--- config.mk ---
export PLATFORM = sky130hd
export DESIGN_NAME = ftm_top
export DESIGN_NICKNAME = d
export VERILOG_FILES = /design/src/hw/ftm_pkg.sv /design/src/hw/ftm_glitch_filter.sv /design/src/hw/ftm_top.sv
export SDC_FILE = /design/constraint.sdc
export NUM_CORES = 1
export LEC_CHECK = 0
export BUFFER_PORTS_ARGS = -buffer_cell sky130_fd_sc_hd__buf_2
export CAP_MARGIN = 15
export CELL_PAD_IN_SITES_DETAIL_PLACEMENT = 1
export CELL_PAD_IN_SITES_GLOBAL_PLACEMENT = 1
export CORE_AREA = 2 2 135 190
export CTS_CLUSTER_SIZE = 25
export DETAILED_ROUTE_END_ITERATION = 6
export DIE_AREA = 0 0 137 192
export PLACE_DENSITY_LB_ADDON = 0.3
export SYNTH_ARGS = -nofsm -noshare
export SYNTH_HDL_FRONTEND = slang
export SYNTH_HIERARCHICAL = 1
export SYNTH_SLANG_ARGS = --single-unit
--- constraint.sdc ---
create_clock -name clk_i -period 4.7 [get_ports clk_i]
set_input_delay 0.94 -clock clk_i [delete_from_list [all_inputs] [get_ports clk_i]]
set_output_delay 0.94 -clock clk_i [all_outputs]
set_load 0.01 [all_outputs]
--- src/hw/ftm_pkg.sv ---
// Shared constants, types and helpers of the fan tach monitor
`default_nettype none
package ftm_pkg;
  // Timing: system clock and the slow reference that the monitor counts
  localparam int unsigned CLK_PERIOD_NS = 100;
  localparam int unsigned REF_PERIOD_NS = 10000;
  localparam int unsigned REF_DIV       = (REF_PERIOD_NS + CLK_PERIOD_NS - 1) / CLK_PERIOD_NS;
  localparam int unsigned DIV_W         = $clog2(REF_DIV);
  localparam logic [DIV_W-1:0] REF_DIV_LAST = DIV_W'(REF_DIV - 1);

  // Register byte offsets
  localparam int unsigned ADDR_W     = 5;
  localparam logic [ADDR_W-1:0] OFF_CTRL   = 5'h00;
  localparam logic [ADDR_W-1:0] OFF_STATUS = 5'h04;
  localparam logic [ADDR_W-1:0] OFF_HIGH   = 5'h08;
  localparam logic [ADDR_W-1:0] OFF_LOW    = 5'h0c;
  localparam logic [ADDR_W-1:0] OFF_MASK   = 5'h10;

  // Control word layout
  localparam int unsigned CTL_LIMIT_EN   = 0;
  localparam int unsigned CTL_ENABLE     = 1;
  localparam int unsigned CTL_FILTER     = 8;
  localparam int unsigned CTL_MODE       = 10;
  localparam int unsigned CTL_EDGE_LSB   = 11;
  localparam int unsigned CTL_READY_IEN  = 14;
  localparam int unsigned CTL_TOGGLE_IEN = 15;
  localparam int unsigned CNT_LSB        = 16;
  localparam logic [31:0] CTRL_WMASK     = 32'h0000dd03;

  // Status word layout
  localparam int unsigned ST_W       = 4;
  localparam int unsigned ST_LIMIT   = 0;
  localparam int unsigned ST_PIN     = 1;
  localparam int unsigned ST_TOGGLE  = 2;
  localparam int unsigned ST_READY   = 3;
  localparam logic [ST_W-1:0] ST_STICKY  = 4'hd;
  localparam logic [ST_W-1:0] MASK_RESET = 4'hd;

  localparam int unsigned CNT_W = 16;
  localparam logic [CNT_W-1:0] CNT_MAX    = 16'hffff;
  localparam logic [CNT_W-1:0] CNT_ONE    = 16'h0001;
  localparam logic [CNT_W-1:0] HIGH_RESET = 16'hffff;
  localparam logic [CNT_W-1:0] LOW_RESET  = 16'h0000;

  // Edge count select codes and the edge counts they stand for
  localparam int unsigned EDGE_W = 4;
  localparam logic [1:0] EDGE_SEL_9 = 2'h3;
  localparam logic [1:0] EDGE_SEL_5 = 2'h2;
  localparam logic [1:0] EDGE_SEL_3 = 2'h1;
  localparam logic [EDGE_W-1:0] EDGES_9 = 4'h9;
  localparam logic [EDGE_W-1:0] EDGES_5 = 4'h5;
  localparam logic [EDGE_W-1:0] EDGES_3 = 4'h3;
  localparam logic [EDGE_W-1:0] EDGES_2 = 4'h2;
  localparam logic [EDGE_W-1:0] EDGE_ONE = 4'h1;

  localparam logic [1:0] RESP_OKAY   = 2'h0;
  localparam logic [1:0] RESP_SLVERR = 2'h2;

  typedef struct packed {
    logic       toggle_ien;
    logic       ready_ien;
    logic [1:0] edge_sel;
    logic       mode;
    logic       filter_en;
    logic       enable;
    logic       limit_en;
  } ftm_ctrl_type;

  localparam ftm_ctrl_type CTRL_RESET = '0;

  typedef enum logic [1:0] {
    MEAS_WAIT  = 2'b01,
    MEAS_COUNT = 2'b10
  } ftm_meas_type;

  function automatic logic [31:0] ftm_ctrl_to_word(input ftm_ctrl_type c);
    logic [31:0] w;
    w                   = '0;
    w[CTL_LIMIT_EN]     = c.limit_en;
    w[CTL_ENABLE]       = c.enable;
    w[CTL_FILTER]       = c.filter_en;
    w[CTL_MODE]         = c.mode;
    w[CTL_EDGE_LSB+:2]  = c.edge_sel;
    w[CTL_READY_IEN]    = c.ready_ien;
    w[CTL_TOGGLE_IEN]   = c.toggle_ien;
    return w;
  endfunction

  function automatic ftm_ctrl_type ftm_word_to_ctrl(input logic [31:0] w);
    ftm_ctrl_type c;
    c.limit_en   = w[CTL_LIMIT_EN];
    c.enable     = w[CTL_ENABLE];
    c.filter_en  = w[CTL_FILTER];
    c.mode       = w[CTL_MODE];
    c.edge_sel   = w[CTL_EDGE_LSB+:2];
    c.ready_ien  = w[CTL_READY_IEN];
    c.toggle_ien = w[CTL_TOGGLE_IEN];
    return c;
  endfunction

  function automatic logic [EDGE_W-1:0] ftm_edge_target(input logic [1:0] sel);
    logic [EDGE_W-1:0] n;
    n = EDGES_2;
    if (sel == EDGE_SEL_9)
      n = EDGES_9;
    else if (sel == EDGE_SEL_5)
      n = EDGES_5;
    else if (sel == EDGE_SEL_3)
      n = EDGES_3;
    return n;
  endfunction

  // Byte-lane merge of a write into an old word
  function automatic logic [31:0] ftm_merge(input logic [31:0] old_w, input logic [31:0] new_w,
                                            input logic [3:0] strb);
    logic [31:0] r;
    r = old_w;
    for (int i = 0; i < 4; i++)
      if (strb[i])
        r[8*i+:8] = new_w[8*i+:8];
    return r;
  endfunction
endpackage
`default_nettype wire

--- src/hw/ftm_glitch_filter.sv ---
// Tach input glitch filter sampled on the slow reference tick
`default_nettype none
module ftm_glitch_filter (
  input  wire logic clk_i,
  input  wire logic rstn_i,
  input  wire logic run_i,
  input  wire logic tick_i,
  input  wire logic filter_en_i,
  input  wire logic pin_i,
  output logic      level_o
);
  logic samp_q;
  logic samp_d;
  logic level_q;
  logic level_d;

  always_comb
  begin
    samp_d  = samp_q;
    level_d = level_q;
    if (run_i)
    begin
      if (!filter_en_i)
      begin
        samp_d  = pin_i;
        level_d = pin_i;
      end
      else if (tick_i)
      begin
        samp_d = pin_i;
        // Needs two equal samples in a row, so a pulse shorter than one tick never passes
        if (pin_i == samp_q)
          level_d = pin_i;
      end
    end
  end

  always_ff @(posedge clk_i or negedge rstn_i)
  begin
    if (!rstn_i)
    begin
      samp_q  <= 1'b0;
      level_q <= 1'b0;
    end
    else
    begin
      samp_q  <= samp_d;
      level_q <= level_d;
    end
  end

  assign level_o = level_q;
endmodule
`default_nettype wire

--- src/hw/ftm_top.sv ---
// Fan tach monitor: count modes, limit check, interrupt and AXI4-Lite registers
// Function
// - Mode 1 counts reference clock ticks
// - Mode 1 latches, clears after programmed edges
// - Mode 0 counts tach rising edges
// - Filter drops pulses under one tick
// - Enable off freezes block, releases pin
// - Limit interrupt only when enabled
// - Edge select codes give 9/5/3/2
// - Mode 1 latches FFFF when stalled after an edge has started an interval
// - Limit flag on out-of-range, write-one clears
`default_nettype none
module ftm_top (
  input  wire logic        clk_i,
  input  wire logic        rstn_i,
  input  wire logic        fan_pulse_pin_i,
  output logic             pin_input_en_o,
  output logic             irq_o,
  input  wire logic [31:0] s_axi_awaddr,
  input  wire logic        s_axi_awvalid,
  output logic             s_axi_awready,
  input  wire logic [31:0] s_axi_wdata,
  input  wire logic [3:0]  s_axi_wstrb,
  input  wire logic        s_axi_wvalid,
  output logic             s_axi_wready,
  output logic [1:0]       s_axi_bresp,
  output logic             s_axi_bvalid,
  input  wire logic        s_axi_bready,
  input  wire logic [31:0] s_axi_araddr,
  input  wire logic        s_axi_arvalid,
  output logic             s_axi_arready,
  output logic [31:0]      s_axi_rdata,
  output logic [1:0]       s_axi_rresp,
  output logic             s_axi_rvalid,
  input  wire logic        s_axi_rready
);
  localparam int unsigned CW = ftm_pkg::CNT_W;

  ftm_pkg::ftm_ctrl_type         ctrl_q,   ctrl_d;
  logic [CW-1:0]                 speed_q,  speed_d;
  logic [CW-1:0]                 cnt_q,    cnt_d;
  logic [CW-1:0]                 high_q,   high_d;
  logic [CW-1:0]                 low_q,    low_d;
  logic [ftm_pkg::ST_W-1:0]      status_q, status_d;
  logic [ftm_pkg::ST_W-1:0]      mask_q,   mask_d;
  logic [ftm_pkg::EDGE_W-1:0]    edges_q,  edges_d;
  ftm_pkg::ftm_meas_type         meas_q,   meas_d;
  logic [ftm_pkg::DIV_W-1:0]     div_q,    div_d;
  logic                          prev_q,   prev_d;
  logic                          irq_q,    irq_d;
  logic                          pin_en_q, pin_en_d;
  logic                          aw_held_q, aw_held_d;
  logic                          w_held_q,  w_held_d;
  logic [ftm_pkg::ADDR_W-1:0]    aw_addr_q, aw_addr_d;
  logic                          aw_bad_q,  aw_bad_d;
  logic [31:0]                   w_data_q,  w_data_d;
  logic [3:0]                    w_strb_q,  w_strb_d;
  logic                          awready_q, awready_d;
  logic                          wready_q,  wready_d;
  logic                          bvalid_q,  bvalid_d;
  logic [1:0]                    bresp_q,   bresp_d;
  logic                          arready_q, arready_d;
  logic                          rvalid_q,  rvalid_d;
  logic [31:0]                   rdata_q,   rdata_d;
  logic [1:0]                    rresp_q,   rresp_d;
  logic                          level;
  logic                          tick;

  // While disabled the divider holds too, which stands in for gating the clocks
  assign tick = ctrl_q.enable && (div_q == ftm_pkg::REF_DIV_LAST);

  ftm_glitch_filter u_filter (
    .clk_i       (clk_i),
    .rstn_i      (rstn_i),
    .run_i       (ctrl_q.enable),
    .tick_i      (tick),
    .filter_en_i (ctrl_q.filter_en),
    .pin_i       (fan_pulse_pin_i),
    .level_o     (level)
  );

  always_comb
  begin
    logic                     run;
    logic                     rise;
    logic                     edge_seen;
    logic                     latch;
    logic [CW-1:0]            latch_val;
    logic [ftm_pkg::ST_W-1:0] set;
    logic [ftm_pkg::ST_W-1:0] clr;
    logic [ftm_pkg::ST_W-1:0] ien;
    logic [31:0]              ctrl_w;
    logic                     wr_go;
    logic                     rd_go;
    logic                     rd_bad;
    logic [ftm_pkg::ADDR_W-1:0] ra;
    logic [31:0]              hi_w;
    logic [31:0]              lo_w;
    run       = ctrl_q.enable;
    rise      = run && level && !prev_q;
    edge_seen = run && (level != prev_q);
    latch     = 1'b0;
    latch_val = speed_q;
    set       = '0;
    clr       = '0;
    ctrl_w    = ftm_pkg::ftm_ctrl_to_word(ctrl_q);
    hi_w      = ftm_pkg::ftm_merge({16'h0000, high_q}, w_data_q, w_strb_q);
    lo_w      = ftm_pkg::ftm_merge({16'h0000, low_q}, w_data_q, w_strb_q);
    ctrl_d    = ctrl_q;
    speed_d   = speed_q;
    cnt_d     = cnt_q;
    high_d    = high_q;
    low_d     = low_q;
    mask_d    = mask_q;
    edges_d   = edges_q;
    meas_d    = meas_q;
    div_d     = div_q;
    prev_d    = run ? level : prev_q;
    pin_en_d  = ctrl_q.enable;

    if (run)
      div_d = tick ? '0 : div_q + 1'b1;

    if (edge_seen)
      set[ftm_pkg::ST_TOGGLE] = 1'b1;

    if (!ctrl_q.mode)
    begin
      if (rise)
      begin
        cnt_d     = cnt_q + ftm_pkg::CNT_ONE;
        latch     = 1'b1;
        latch_val = cnt_q + ftm_pkg::CNT_ONE;
      end
    end
    else
    begin
      if (tick)
        cnt_d = cnt_q + ftm_pkg::CNT_ONE;
      unique case (meas_q)
        ftm_pkg::MEAS_WAIT:
        begin
          if (edge_seen)
          begin
            cnt_d   = '0;
            edges_d = ftm_pkg::EDGE_ONE;
            meas_d  = ftm_pkg::MEAS_COUNT;
          end
        end
        ftm_pkg::MEAS_COUNT:
        begin
          if (edge_seen && (edges_q + ftm_pkg::EDGE_ONE == ftm_pkg::ftm_edge_target(ctrl_q.edge_sel)))
          begin
            latch     = 1'b1;
            latch_val = cnt_q;
            cnt_d     = '0;
            edges_d   = ftm_pkg::EDGE_ONE;  // This edge opens the next interval
          end
          else if (tick && cnt_q == ftm_pkg::CNT_MAX)
          begin
            latch     = 1'b1;
            latch_val = ftm_pkg::CNT_MAX;
            cnt_d     = '0;
            meas_d    = ftm_pkg::MEAS_WAIT;
          end
          else if (edge_seen)
            edges_d = edges_q + ftm_pkg::EDGE_ONE;
        end
      endcase
      if (latch)
        set[ftm_pkg::ST_READY] = 1'b1;
    end

    if (latch)
    begin
      speed_d = latch_val;
      if (latch_val > high_q || latch_val < low_q)
        set[ftm_pkg::ST_LIMIT] = 1'b1;
    end

    // Register writes
    wr_go     = aw_held_q && w_held_q && !bvalid_q;
    aw_held_d = aw_held_q;
    aw_addr_d = aw_addr_q;
    aw_bad_d  = aw_bad_q;
    w_held_d  = w_held_q;
    w_data_d  = w_data_q;
    w_strb_d  = w_strb_q;
    bvalid_d  = bvalid_q;
    bresp_d   = bresp_q;
    if (s_axi_awvalid && awready_q)
    begin
      aw_held_d = 1'b1;
      aw_addr_d = s_axi_awaddr[ftm_pkg::ADDR_W-1:0];
      aw_bad_d  = |s_axi_awaddr[31:ftm_pkg::ADDR_W];
    end
    if (s_axi_wvalid && wready_q)
    begin
      w_held_d = 1'b1;
      w_data_d = s_axi_wdata;
      w_strb_d = s_axi_wstrb;
    end
    if (bvalid_q && s_axi_bready)
      bvalid_d = 1'b0;
    if (wr_go)
    begin
      aw_held_d = 1'b0;
      w_held_d  = 1'b0;
      bvalid_d  = 1'b1;
      bresp_d   = ftm_pkg::RESP_OKAY;
      if (aw_bad_q)
        bresp_d = ftm_pkg::RESP_SLVERR;
      else if (aw_addr_q == ftm_pkg::OFF_CTRL)
        ctrl_d = ftm_pkg::ftm_word_to_ctrl(ftm_pkg::ftm_merge(ctrl_w, w_data_q, w_strb_q)
                                           & ftm_pkg::CTRL_WMASK);
      else if (aw_addr_q == ftm_pkg::OFF_STATUS)
      begin
        if (w_strb_q[0])
          clr = w_data_q[ftm_pkg::ST_W-1:0] & ftm_pkg::ST_STICKY;
      end
      else if (aw_addr_q == ftm_pkg::OFF_HIGH)
        high_d = hi_w[CW-1:0];
      else if (aw_addr_q == ftm_pkg::OFF_LOW)
        low_d = lo_w[CW-1:0];
      else if (aw_addr_q == ftm_pkg::OFF_MASK)
      begin
        if (w_strb_q[0])
          mask_d = w_data_q[ftm_pkg::ST_W-1:0] & ftm_pkg::ST_STICKY;
      end
      else
        bresp_d = ftm_pkg::RESP_SLVERR;
    end
    awready_d = !aw_held_d && !bvalid_d;
    wready_d  = !w_held_d && !bvalid_d;

    // Register reads; a status read also clears the sticky bits it returned
    rd_go    = s_axi_arvalid && arready_q;
    ra       = s_axi_araddr[ftm_pkg::ADDR_W-1:0];
    rd_bad   = |s_axi_araddr[31:ftm_pkg::ADDR_W];
    rvalid_d = rvalid_q;
    rdata_d  = rdata_q;
    rresp_d  = rresp_q;
    if (rvalid_q && s_axi_rready)
      rvalid_d = 1'b0;
    if (rd_go)
    begin
      rvalid_d = 1'b1;
      rresp_d  = ftm_pkg::RESP_OKAY;
      rdata_d  = '0;
      if (rd_bad)
        rresp_d = ftm_pkg::RESP_SLVERR;
      else if (ra == ftm_pkg::OFF_CTRL)
        rdata_d = {speed_q, ctrl_w[ftm_pkg::CNT_LSB-1:0]};
      else if (ra == ftm_pkg::OFF_STATUS)
      begin
        rdata_d[ftm_pkg::ST_W-1:0] = status_q;
        clr = clr | (status_q & ftm_pkg::ST_STICKY);
      end
      else if (ra == ftm_pkg::OFF_HIGH)
        rdata_d[CW-1:0] = high_q;
      else if (ra == ftm_pkg::OFF_LOW)
        rdata_d[CW-1:0] = low_q;
      else if (ra == ftm_pkg::OFF_MASK)
        rdata_d[ftm_pkg::ST_W-1:0] = mask_q;
      else
        rresp_d = ftm_pkg::RESP_SLVERR;
    end
    arready_d = !rvalid_d;

    // A set in the same cycle as a clear wins
    status_d                  = ((status_q & ~clr) | set) & ftm_pkg::ST_STICKY;
    status_d[ftm_pkg::ST_PIN] = level;
    ien                       = '0;
    ien[ftm_pkg::ST_LIMIT]    = ctrl_d.limit_en;
    ien[ftm_pkg::ST_TOGGLE]   = ctrl_d.toggle_ien;
    ien[ftm_pkg::ST_READY]    = ctrl_d.ready_ien;
    irq_d                     = |(status_d & mask_d & ien);
  end

  always_ff @(posedge clk_i or negedge rstn_i)
  begin
    if (!rstn_i)
    begin
      ctrl_q    <= ftm_pkg::CTRL_RESET;
      speed_q   <= '0;
      cnt_q     <= '0;
      high_q    <= ftm_pkg::HIGH_RESET;
      low_q     <= ftm_pkg::LOW_RESET;
      status_q  <= '0;
      mask_q    <= ftm_pkg::MASK_RESET;
      edges_q   <= '0;
      meas_q    <= ftm_pkg::MEAS_WAIT;
      div_q     <= '0;
      prev_q    <= 1'b0;
      irq_q     <= 1'b0;
      pin_en_q  <= 1'b0;
      aw_held_q <= 1'b0;
      aw_addr_q <= '0;
      aw_bad_q  <= 1'b0;
      w_held_q  <= 1'b0;
      w_data_q  <= '0;
      w_strb_q  <= '0;
      awready_q <= 1'b0;
      wready_q  <= 1'b0;
      bvalid_q  <= 1'b0;
      bresp_q   <= ftm_pkg::RESP_OKAY;
      arready_q <= 1'b0;
      rvalid_q  <= 1'b0;
      rdata_q   <= '0;
      rresp_q   <= ftm_pkg::RESP_OKAY;
    end
    else
    begin
      ctrl_q    <= ctrl_d;
      speed_q   <= speed_d;
      cnt_q     <= cnt_d;
      high_q    <= high_d;
      low_q     <= low_d;
      status_q  <= status_d;
      mask_q    <= mask_d;
      edges_q   <= edges_d;
      meas_q    <= meas_d;
      div_q     <= div_d;
      prev_q    <= prev_d;
      irq_q     <= irq_d;
      pin_en_q  <= pin_en_d;
      aw_held_q <= aw_held_d;
      aw_addr_q <= aw_addr_d;
      aw_bad_q  <= aw_bad_d;
      w_held_q  <= w_held_d;
      w_data_q  <= w_data_d;
      w_strb_q  <= w_strb_d;
      awready_q <= awready_d;
      wready_q  <= wready_d;
      bvalid_q  <= bvalid_d;
      bresp_q   <= bresp_d;
      arready_q <= arready_d;
      rvalid_q  <= rvalid_d;
      rdata_q   <= rdata_d;
      rresp_q   <= rresp_d;
    end
  end

  assign pin_input_en_o = pin_en_q;
  assign irq_o          = irq_q;
  assign s_axi_awready  = awready_q;
  assign s_axi_wready   = wready_q;
  assign s_axi_bvalid   = bvalid_q;
  assign s_axi_bresp    = bresp_q;
  assign s_axi_arready  = arready_q;
  assign s_axi_rvalid   = rvalid_q;
  assign s_axi_rdata    = rdata_q;
  assign s_axi_rresp    = rresp_q;
endmodule
`default_nettype wire

==> results of run 1 <==
-- metrics by stage --
step	util	hold slack [ns]	instances
final	0.4174	0.4856	1292
after global routing	0.4174	0.5087	1292
after CTS	0.4171	0.4893	1292
after floorplan	-	0.4115	845
after global placement	0.3940	0.4598	1260
after detailed placement	0.3940	0.4746	1260
-- per-layer routing --
layer	vias to the layer above	routed length (microns)	share of wire
met4	0	697	0.028
met2	125	14000	0.55
met5	-	0	0
li1	3311	-	-
met3	31	679	0.027
met1	3527	9918	0.39
-- flip-flops by register name (all words and copies together) (netlist names), 2 cells and up, named ones only --
| register | flops |
|---|---|
| speed_q | 16 |
| s_axi_rdata | 32 |
| low_q | 16 |
| mask_q | 3 |
| ctrl_q | 7 |
| w_strb_q | 2 |
| w_data_q | 16 |
| meas_q | 2 |
| edges_q | 4 |
| aw_addr_q | 5 |
| status_q | 4 |
| cnt_q | 16 |
| high_q | 16 |
| div_q | 7 |
-- worst reg2reg max path: stages (launching register included) --
cell and delay (ns):
dfrtp_1 0.44, ha_1 0.24, xnor2_1 0.26, and4bb_2 0.28, o31ai_2 0.45, nor2_2 0.14
nand2_1 0.10, buf_4 0.24, o221ai_1 0.15, o21ai_0 0.26, ha_1 0.36, a211o_1 0.28
a21oi_1 0.10, o21ai_0 0.10, a31oi_1 0.22, a21oi_1 0.11, a211oi_2 0.23, o22ai_1 0.12
-- power by group through the flow --
stage	sequential, mW	clock [mW]	combinational (mW)
detailed placement	2.11	0	1.81
floorplan	1.96	0	1.30
global placement	2.09	0	1.76
finish	2.08	1.37	1.81
global route	2.13	1.46	2.03
CTS	2.09	1.41	1.83
-- cell type report --
cell class / count / area [sq um]
well taps: 315 / 394.1
inverters: 50 / 187.7
multi-input cells: 588 / 4213
repair buffers: 144 / 762.0
clock inverters: 10 / 112.6
clock buffers: 22 / 454.2
fillers: 2846 / 14270
flip-flops and latches: 163 / 4105
-- cell usage in the layout (no fill, tap or decap), drive strengths merged, types with 27 or more instances in the layout --
| cell | count |
|---|---|
| dfrtp | 143 |
| buf | 144 |
| o21ai | 109 |
| nor2 | 40 |
| a21oi | 27 |
| inv | 50 |
| ha | 34 |
| nand2 | 70 |
| mux2 | 61 |
-- repair_timing --
action / 4_1_cts / 5_1_grt
setup buffers: 0 / 0
setup endpoints to repair: 0 / 2
gates resized for setup: 0 / 1
-- final timing paths --
path | from | slack, ns | end | cells after the start
min in group asynchronous | rstn_i | 0.58 | s_axi_rdata[3]$_DFFE_PN0P_ | 1
worst min-delay path | s_axi_rdata[13]$_DFFE_PN0P_ | 0.49 | s_axi_rdata[13]$_DFFE_PN0P_ | 2
worst min register to register | s_axi_rdata[13]$_DFFE_PN0P_ | 0.49 | s_axi_rdata[13]$_DFFE_PN0P_ | 2
max in group asynchronous | rstn_i | 3.02 | high_q[12]$_DFFE_PN1P_ | 2
worst max register to register | edges_q[1]$_DFFE_PN0P_ | 0.49 | status_q[0]$_DFF_PN0_ | 17
worst max-delay path | edges_q[1]$_DFFE_PN0P_ | 0.49 | status_q[0]$_DFF_PN0_ | 17
-- kinds of logic (layout without fill, tap and decap cells) --
kind of cell	count (synthesis)	after routing	share of synthesized area
AOI/OAI and AO/OA	243	243	0.1888
other	1	2	0.0004307
and+or+nand+nor	213	213	0.1276
xor gates and xnor gates	19	19	0.01911
buffers and inverters	94	226	0.04599
adders and majority gates	34	34	0.04886
DFF	163	163	0.4714
muxes	77	77	0.09773
==> metrics.csv, run 1 <==
stage,metric,value,unit
synthesis,"Seq/Total Area, Yosys",0.4714,
power_and_ir_drop,P_sw,1.924,mW
clock_network,Clock Latency Late Sink,0.43,ns
worst_setup_path,CP endpoint kind,flop,
synthesis,Commonest cells post-synth,"143 x dfrtp_1, 102 x o21ai_0, 70 x nand2_1, 60 x mux2_2, 50 x inv_1",
timing,Worst Tran Pin Value,1.052,ns
timing,min Tclk post-route,4.211,ns
power_and_ir_drop,overall power,5.259,mW
synthesis,Post-synth ARST share,1.000,
clock_network,htree depth,4,
worst_setup_path,CP Cell Sequence,ha_1 > xnor2_1 > and4bb_2 > o31ai_2 > nor2_2 > nand2_1 > buf_4 > o221ai_1 > o21ai_0 > ha_1 > a211o_1 > a21oi_1 > o21ai_0 > a31oi_1 > a21oi_1 > a211oi_2 > o22ai_1,
synthesis,Synth Flop Type,dfrtp_1,
clock_network,# clock sinks,163,
power_and_ir_drop,Logic pwr share,0.344,
outcome,status,completed,
global_route,initial antenna violation count,0,
global_route,first-pass GRT wire length,40.91,mm
synthesis,number of flops mapped to enable cells by yosys,0,
synthesis,top-count cell post-synth,dfrtp_1,
synthesis,Synth top area share,0.4110,
worst_setup_path,CP Max Fanout,15,
placement,dpl ws,0.3648,ns
floorplanning,Initial Util,0.3553,
global_route,met2 Use GR,0.3789,
floorplanning,num ports,151,
hold_path,HP Class,reg2reg,
synthesis,"FF+latch count, synth",163,
synthesis,"top cells by area, synth","dfrtp_1 41%, mux2_2 7.8%, dfstp_2 6.0%",
power_and_ir_drop,PwrDens,514.2,nW/um^2
run,number of max-cap violations,0,
placement,placement-stage cell area,9654,sq um
clock_network,CTS tree,built,
power_and_ir_drop,clock share of power,0.260,
timing,Rel. slew slack,0.2986,
drt,DRT Wirelength,25.30,mm
layout,fin area,10230,sq um
worst_setup_path,WP data required,5.00,ns
global_route,maximum number of pins on one net before global-route repair,91,
floorplanning,DIE WIDTH,137,microns
drt,routed length per instance,19.58,microns
layout,Post-layout nets,1106,
global_route,number of global-route vias before repair,7582,
clock_network,Longest Clk Path Bufs,2,
layout,share of cells above drive strength 1,0.2948,
synthesis,"area leader, netlist",dfrtp_1,
timing,Max Freq,237.5,MHz
clock_network,clk slew on worst S/H paths,0.06,ns
drt,Via Count,6994,
power_and_ir_drop,Sw Ratio,0.3658,
worst_setup_path,"delay-heaviest family, CP",compound AO/OA/AOI/OAI gates,
worst_setup_path,startpoint types,flop,
floorplanning,die height,192,microns
global_route,met3 GRT Util,0.03774,
timing,Final Cycle Share,0.8960,
worst_setup_path,critical path class,reg2reg,
timing,Setup WS post-layout,0.4887,ns
layout,ant diodes,0,
global_route,GRT met1 Usage,0.2280,
floorplanning,row count,68,
power_and_ir_drop,worst vdd ir,0.0002901,V
timing,"Slew Viols, Final",0,
drt,via/cell ratio,5.413,
timing,Setup-failing EPs final,0,
worst_setup_path,critical path buffer and inverter count,1,
drt,first drt pass iteration count,4,
drt,Final ANT Viol Nets,0,
placement,# port buffers,130,
clock_network,CTS Hold Bufs,0,
drt,drc violations,0,
global_route,Tot GR Track Use,0.2040,
synthesis,cells after synthesis,844,
timing,Setup Skew,0.009750,ns
clock_network,root buffer cell,clkbuf_16,
synthesis,Ys Warns,6,
clock_network,CTS Buf Count,17,
placement,post-DP HPWL,18.77,mm
layout,P&R area growth vs syn,17.49,%
floorplanning,Die Area,26300,sq um
timing,RSZ-0062 raised after global routing,false,
synthesis,Avg Inst Size Synth,10.31,sq um
power_and_ir_drop,sequential fraction of design power,0.396,
timing,Sum Neg Setup Slack,0,ns
worst_setup_path,CP peak stage delay,0.45,ns
worst_setup_path,Crit-path slowest cell,o31ai_2,
drt,DR iter-0 viols,305,
floorplanning,Core Area,24500,sq um
synthesis,Netlist cell types,78,
timing,Final Hold Fails,0,
global_route,GR peak layer,met2,
power_and_ir_drop,internal power component,3.335,mW
synthesis,area of the mapped netlist,8706,sq um
placement,GP Congestion,0.8338,
worst_setup_path,Critical Path AT,4.51,ns
power_and_ir_drop,Pleak,4.550,nW
global_route,total grt overflow,0,
No activity file was read; power rests on OpenSTA's default activity.
==> run 2: changes to the inputs <==
--- a/config.mk
+++ b/config.mk
@@ -14,6 +14,7 @@
 export DETAILED_ROUTE_END_ITERATION = 6
 export DIE_AREA = 0 0 137 192
 export PLACE_DENSITY_LB_ADDON = 0.3
+export SETUP_SLACK_MARGIN = 0.5
 export SYNTH_ARGS = -nofsm -noshare
 export SYNTH_HDL_FRONTEND = slang
 export SYNTH_HIERARCHICAL = 1
==> run 2 against run 1 <==
Net effect: clock skew is 0.00062 ns higher; sequential share of layout area down 0.54 points; worst hold slack is essentially flat; maximum frequency grew 6.3%; critical endpoint is now irq_o$_DFF_PN0_; largest cell class unchanged.
==> metrics.csv, run 2 (synthesized netlist as in run 1, its figures left out) <==
stage,metric,value,unit,change
layout,Finished Core Util,0.4233,,+0.005872
layout,Post-Layout Cell Count,1301,,+0.70%
worst_setup_path,critical path buffer and inverter count,1,,unchanged
layout,ant diodes,0,,unchanged
floorplanning,die height,192,microns,unchanged
worst_setup_path,WP data required,5.05,ns,+0.05 ns
timing,Setup-failing EPs final,0,,unchanged
worst_setup_path,Crit-path slowest cell,dfrtp_2,,
drt,first drt pass iteration count,4,,unchanged
global_route,first-pass GRT wire length,41.11,mm,+0.49%
drt,Final ANT Viol Nets,0,,unchanged
run,number of max-cap violations,0,,unchanged
placement,post-DP HPWL,18.77,mm,unchanged
layout,"commonest non-fill, non-tap cell in the layout",dfrtp_1,,
outcome,status,completed,,
layout,fin area,10370,sq um,+1.4%
timing,WHS,0.4853,ns,-0.0003550 ns
clock_network,root buffer cell,clkbuf_16,,
drt,WL met1,10.03,mm,+1.1%
timing,Max Freq,252.4,MHz,+6.3%
timing,Rel. slew slack,0.2936,,-0.005090
worst_setup_path,"delay-heaviest family, CP",compound AO/OA/AOI/OAI gates,,
global_route,initial antenna violation count,0,,unchanged
global_route,total grt overflow,0,,unchanged
floorplanning,num ports,151,,unchanged
worst_setup_path,CP Max Fanout,15,,unchanged
power_and_ir_drop,PwrDens,513.3,nW/um^2,-0.17%
clock_network,clk slew on worst S/H paths,0.06,ns,about the same
floorplanning,Initial Util,0.3553,,unchanged
clock_network,# clock sinks,163,,unchanged
global_route,Tot GR Track Use,0.2053,,+0.001222
timing,Final Cycle Share,0.8429,,-0.05312
timing,Sum Neg Setup Slack,0,ns,unchanged
placement,GP Congestion,0.8338,,unchanged
drt,routed length per instance,19.76,microns,+0.91%
timing,Setup Skew,0.01037,ns,+0.0006229 ns
hold_path,HP Class,reg2reg,,
layout,P&R area growth vs syn,19.14,%,
placement,# port buffers,130,,unchanged
drt,routed length on met3,706,microns,+4.0%
placement,placement-stage cell area,9654,sq um,unchanged
placement,dpl ws,0.3648,ns,unchanged
worst_setup_path,startpoint types,flop,,
global_route,number of global-route vias before repair,7595,,+0.17%
drt,DR iter-0 viols,271,,-11%
clock_network,CTS Hold Bufs,0,,unchanged
drt,drc violations,0,,unchanged
clock_network,Longest Clk Path Bufs,2,,unchanged
worst_setup_path,CP endpoint kind,flop,,
timing,Worst Tran Pin Value,1.060,ns,+0.007636 ns
floorplanning,row count,68,,unchanged
worst_setup_path,CP peak stage delay,0.44,ns,about the same
worst_setup_path,CP Cell Sequence,ha_1 > xnor2_2 > and4bb_2 > o31ai_4 > nor2_2 > nand2_1 > buf_8 > o221ai_2 > o21ai_1 > ha_1 > a21o_1 > a21o_1 > a21oi_1 > o21ai_0 > a211oi_1 > a211oi_2 > o21ai_1,,
clock_network,Clock Latency Late Sink,0.43,ns,about the same
drt,metal2 WL,14.32,mm,+2.3%
layout,max FFs per register,32,,unchanged
worst_setup_path,Critical Path AT,4.31,ns,-0.20 ns
layout,"commonest non-fill, non-tap cells in the layout","141 x dfrtp_1, 129 x buf_2, 94 x o21ai_0, 70 x nand2_1, 60 x mux2_2",,
clock_network,htree depth,4,,unchanged
worst_setup_path,critical path class,reg2reg,,
power_and_ir_drop,overall power,5.324,mW,+1.2%
timing,min Tclk post-route,3.962,ns,-0.2496 ns
layout,Post-layout nets,1115,,+0.81%
power_and_ir_drop,worst vdd ir,0.0002875,V,-0.89%
timing,Final Hold Fails,0,,unchanged
timing,RSZ-0062 raised after global routing,false,,
layout,share of cells above drive strength 1,0.3134,,+0.01861
drt,via/cell ratio,5.452,,+0.71%
worst_setup_path,r2r setup slk,0.74,ns,+0.25 ns
drt,DRT Wirelength,25.71,mm,+1.6%
placement,Cells after DPL,1260,,unchanged
floorplanning,Core Area,24500,sq um,unchanged
global_route,maximum number of pins on one net before global-route repair,91,,unchanged
drt,top sig layer,met4,,
floorplanning,DIE WIDTH,137,microns,unchanged
power_and_ir_drop,Pleak,4.619,nW,+1.5%
clock_network,CTS tree,built,,
floorplanning,Die Area,26300,sq um,unchanged
timing,Setup WS post-layout,0.7384,ns,+0.2496 ns
timing,"Slew Viols, Final",0,,unchanged
drt,Via Count,7093,,+1.4%
clock_network,CTS Buf Count,17,,unchanged
==> run 2: changes by cell type in the layout (fill, tap and decap cells not counted), sizes merged <==
cell   delta
buf       +8
o21ai     +1
==> run 2: repair_timing <==
item / CTS / global route
endpoints found under the hold margin: 0 / 0
setup buffers: 0 / 8
pin swaps: 0 / 5
resized for setup: 3 / 22
gates cloned: 0 / 1
endpoints found under the setup margin: 2 / 2
==> run 2: metal layers <==
layer  up-vias  global-route usage
li1       3337                   -
met1      3598              0.2285
met2       132              0.3825
met3        26             0.03774
met4         0             0.07573
met5         -                   0
==> run 2: cell type report <==
class / instances / area (sq um)
fillers: 2839 / 14130
repair buffers: 152 / 829.5
well taps: 315 / 394.1
flip-flops and latches: 163 / 4106
inverters: 50 / 187.7
clock buffers: 22 / 454.2
multi-input cells: 589 / 4288
clock inverters: 10 / 112.6
==> run 2: power breakdown <==
| part | leakage [nW] | switching [mW] | total (mW) | internal [mW] |
|---|---|---|---|---|
| logic | 2.25 | 1.03 | 1.87 | 0.836 |
| registers | 2.10 | 0.348 | 2.09 | 1.74 |
| clock network | 0.274 | 0.574 | 1.37 | 0.794 |
| total | 4.62 | 1.96 | 5.32 | 3.37 |
==> run 2: path summary, 6_finish.rpt <==
path,start,to,cells past startpoint
setup / recovery,edges_q[1]$_DFFE_PN0P_,irq_o$_DFF_PN0_,17
min in group asynchronous,rstn_i,s_axi_rdata[3]$_DFFE_PN0P_,1
max in group asynchronous,rstn_i,edges_q[1]$_DFFE_PN0P_,2
hold / removal,s_axi_rdata[13]$_DFFE_PN0P_,s_axi_rdata[13]$_DFFE_PN0P_,2
hold reg to reg,s_axi_rdata[13]$_DFFE_PN0P_,s_axi_rdata[13]$_DFFE_PN0P_,2
setup reg to reg,edges_q[1]$_DFFE_PN0P_,irq_o$_DFF_PN0_,17
==> run 2: worst register-to-register path: cells and delay by family, from the launching register on <==
kind,cells,cell delay (ns)
AOI/OAI and AO/OA,10,1.95
and+or+nand+nor,3,0.57
adders and majority gates,2,0.54
DFF,1,0.44
xor gates and xnor gates,1,0.21
buffers and inverters,1,0.18
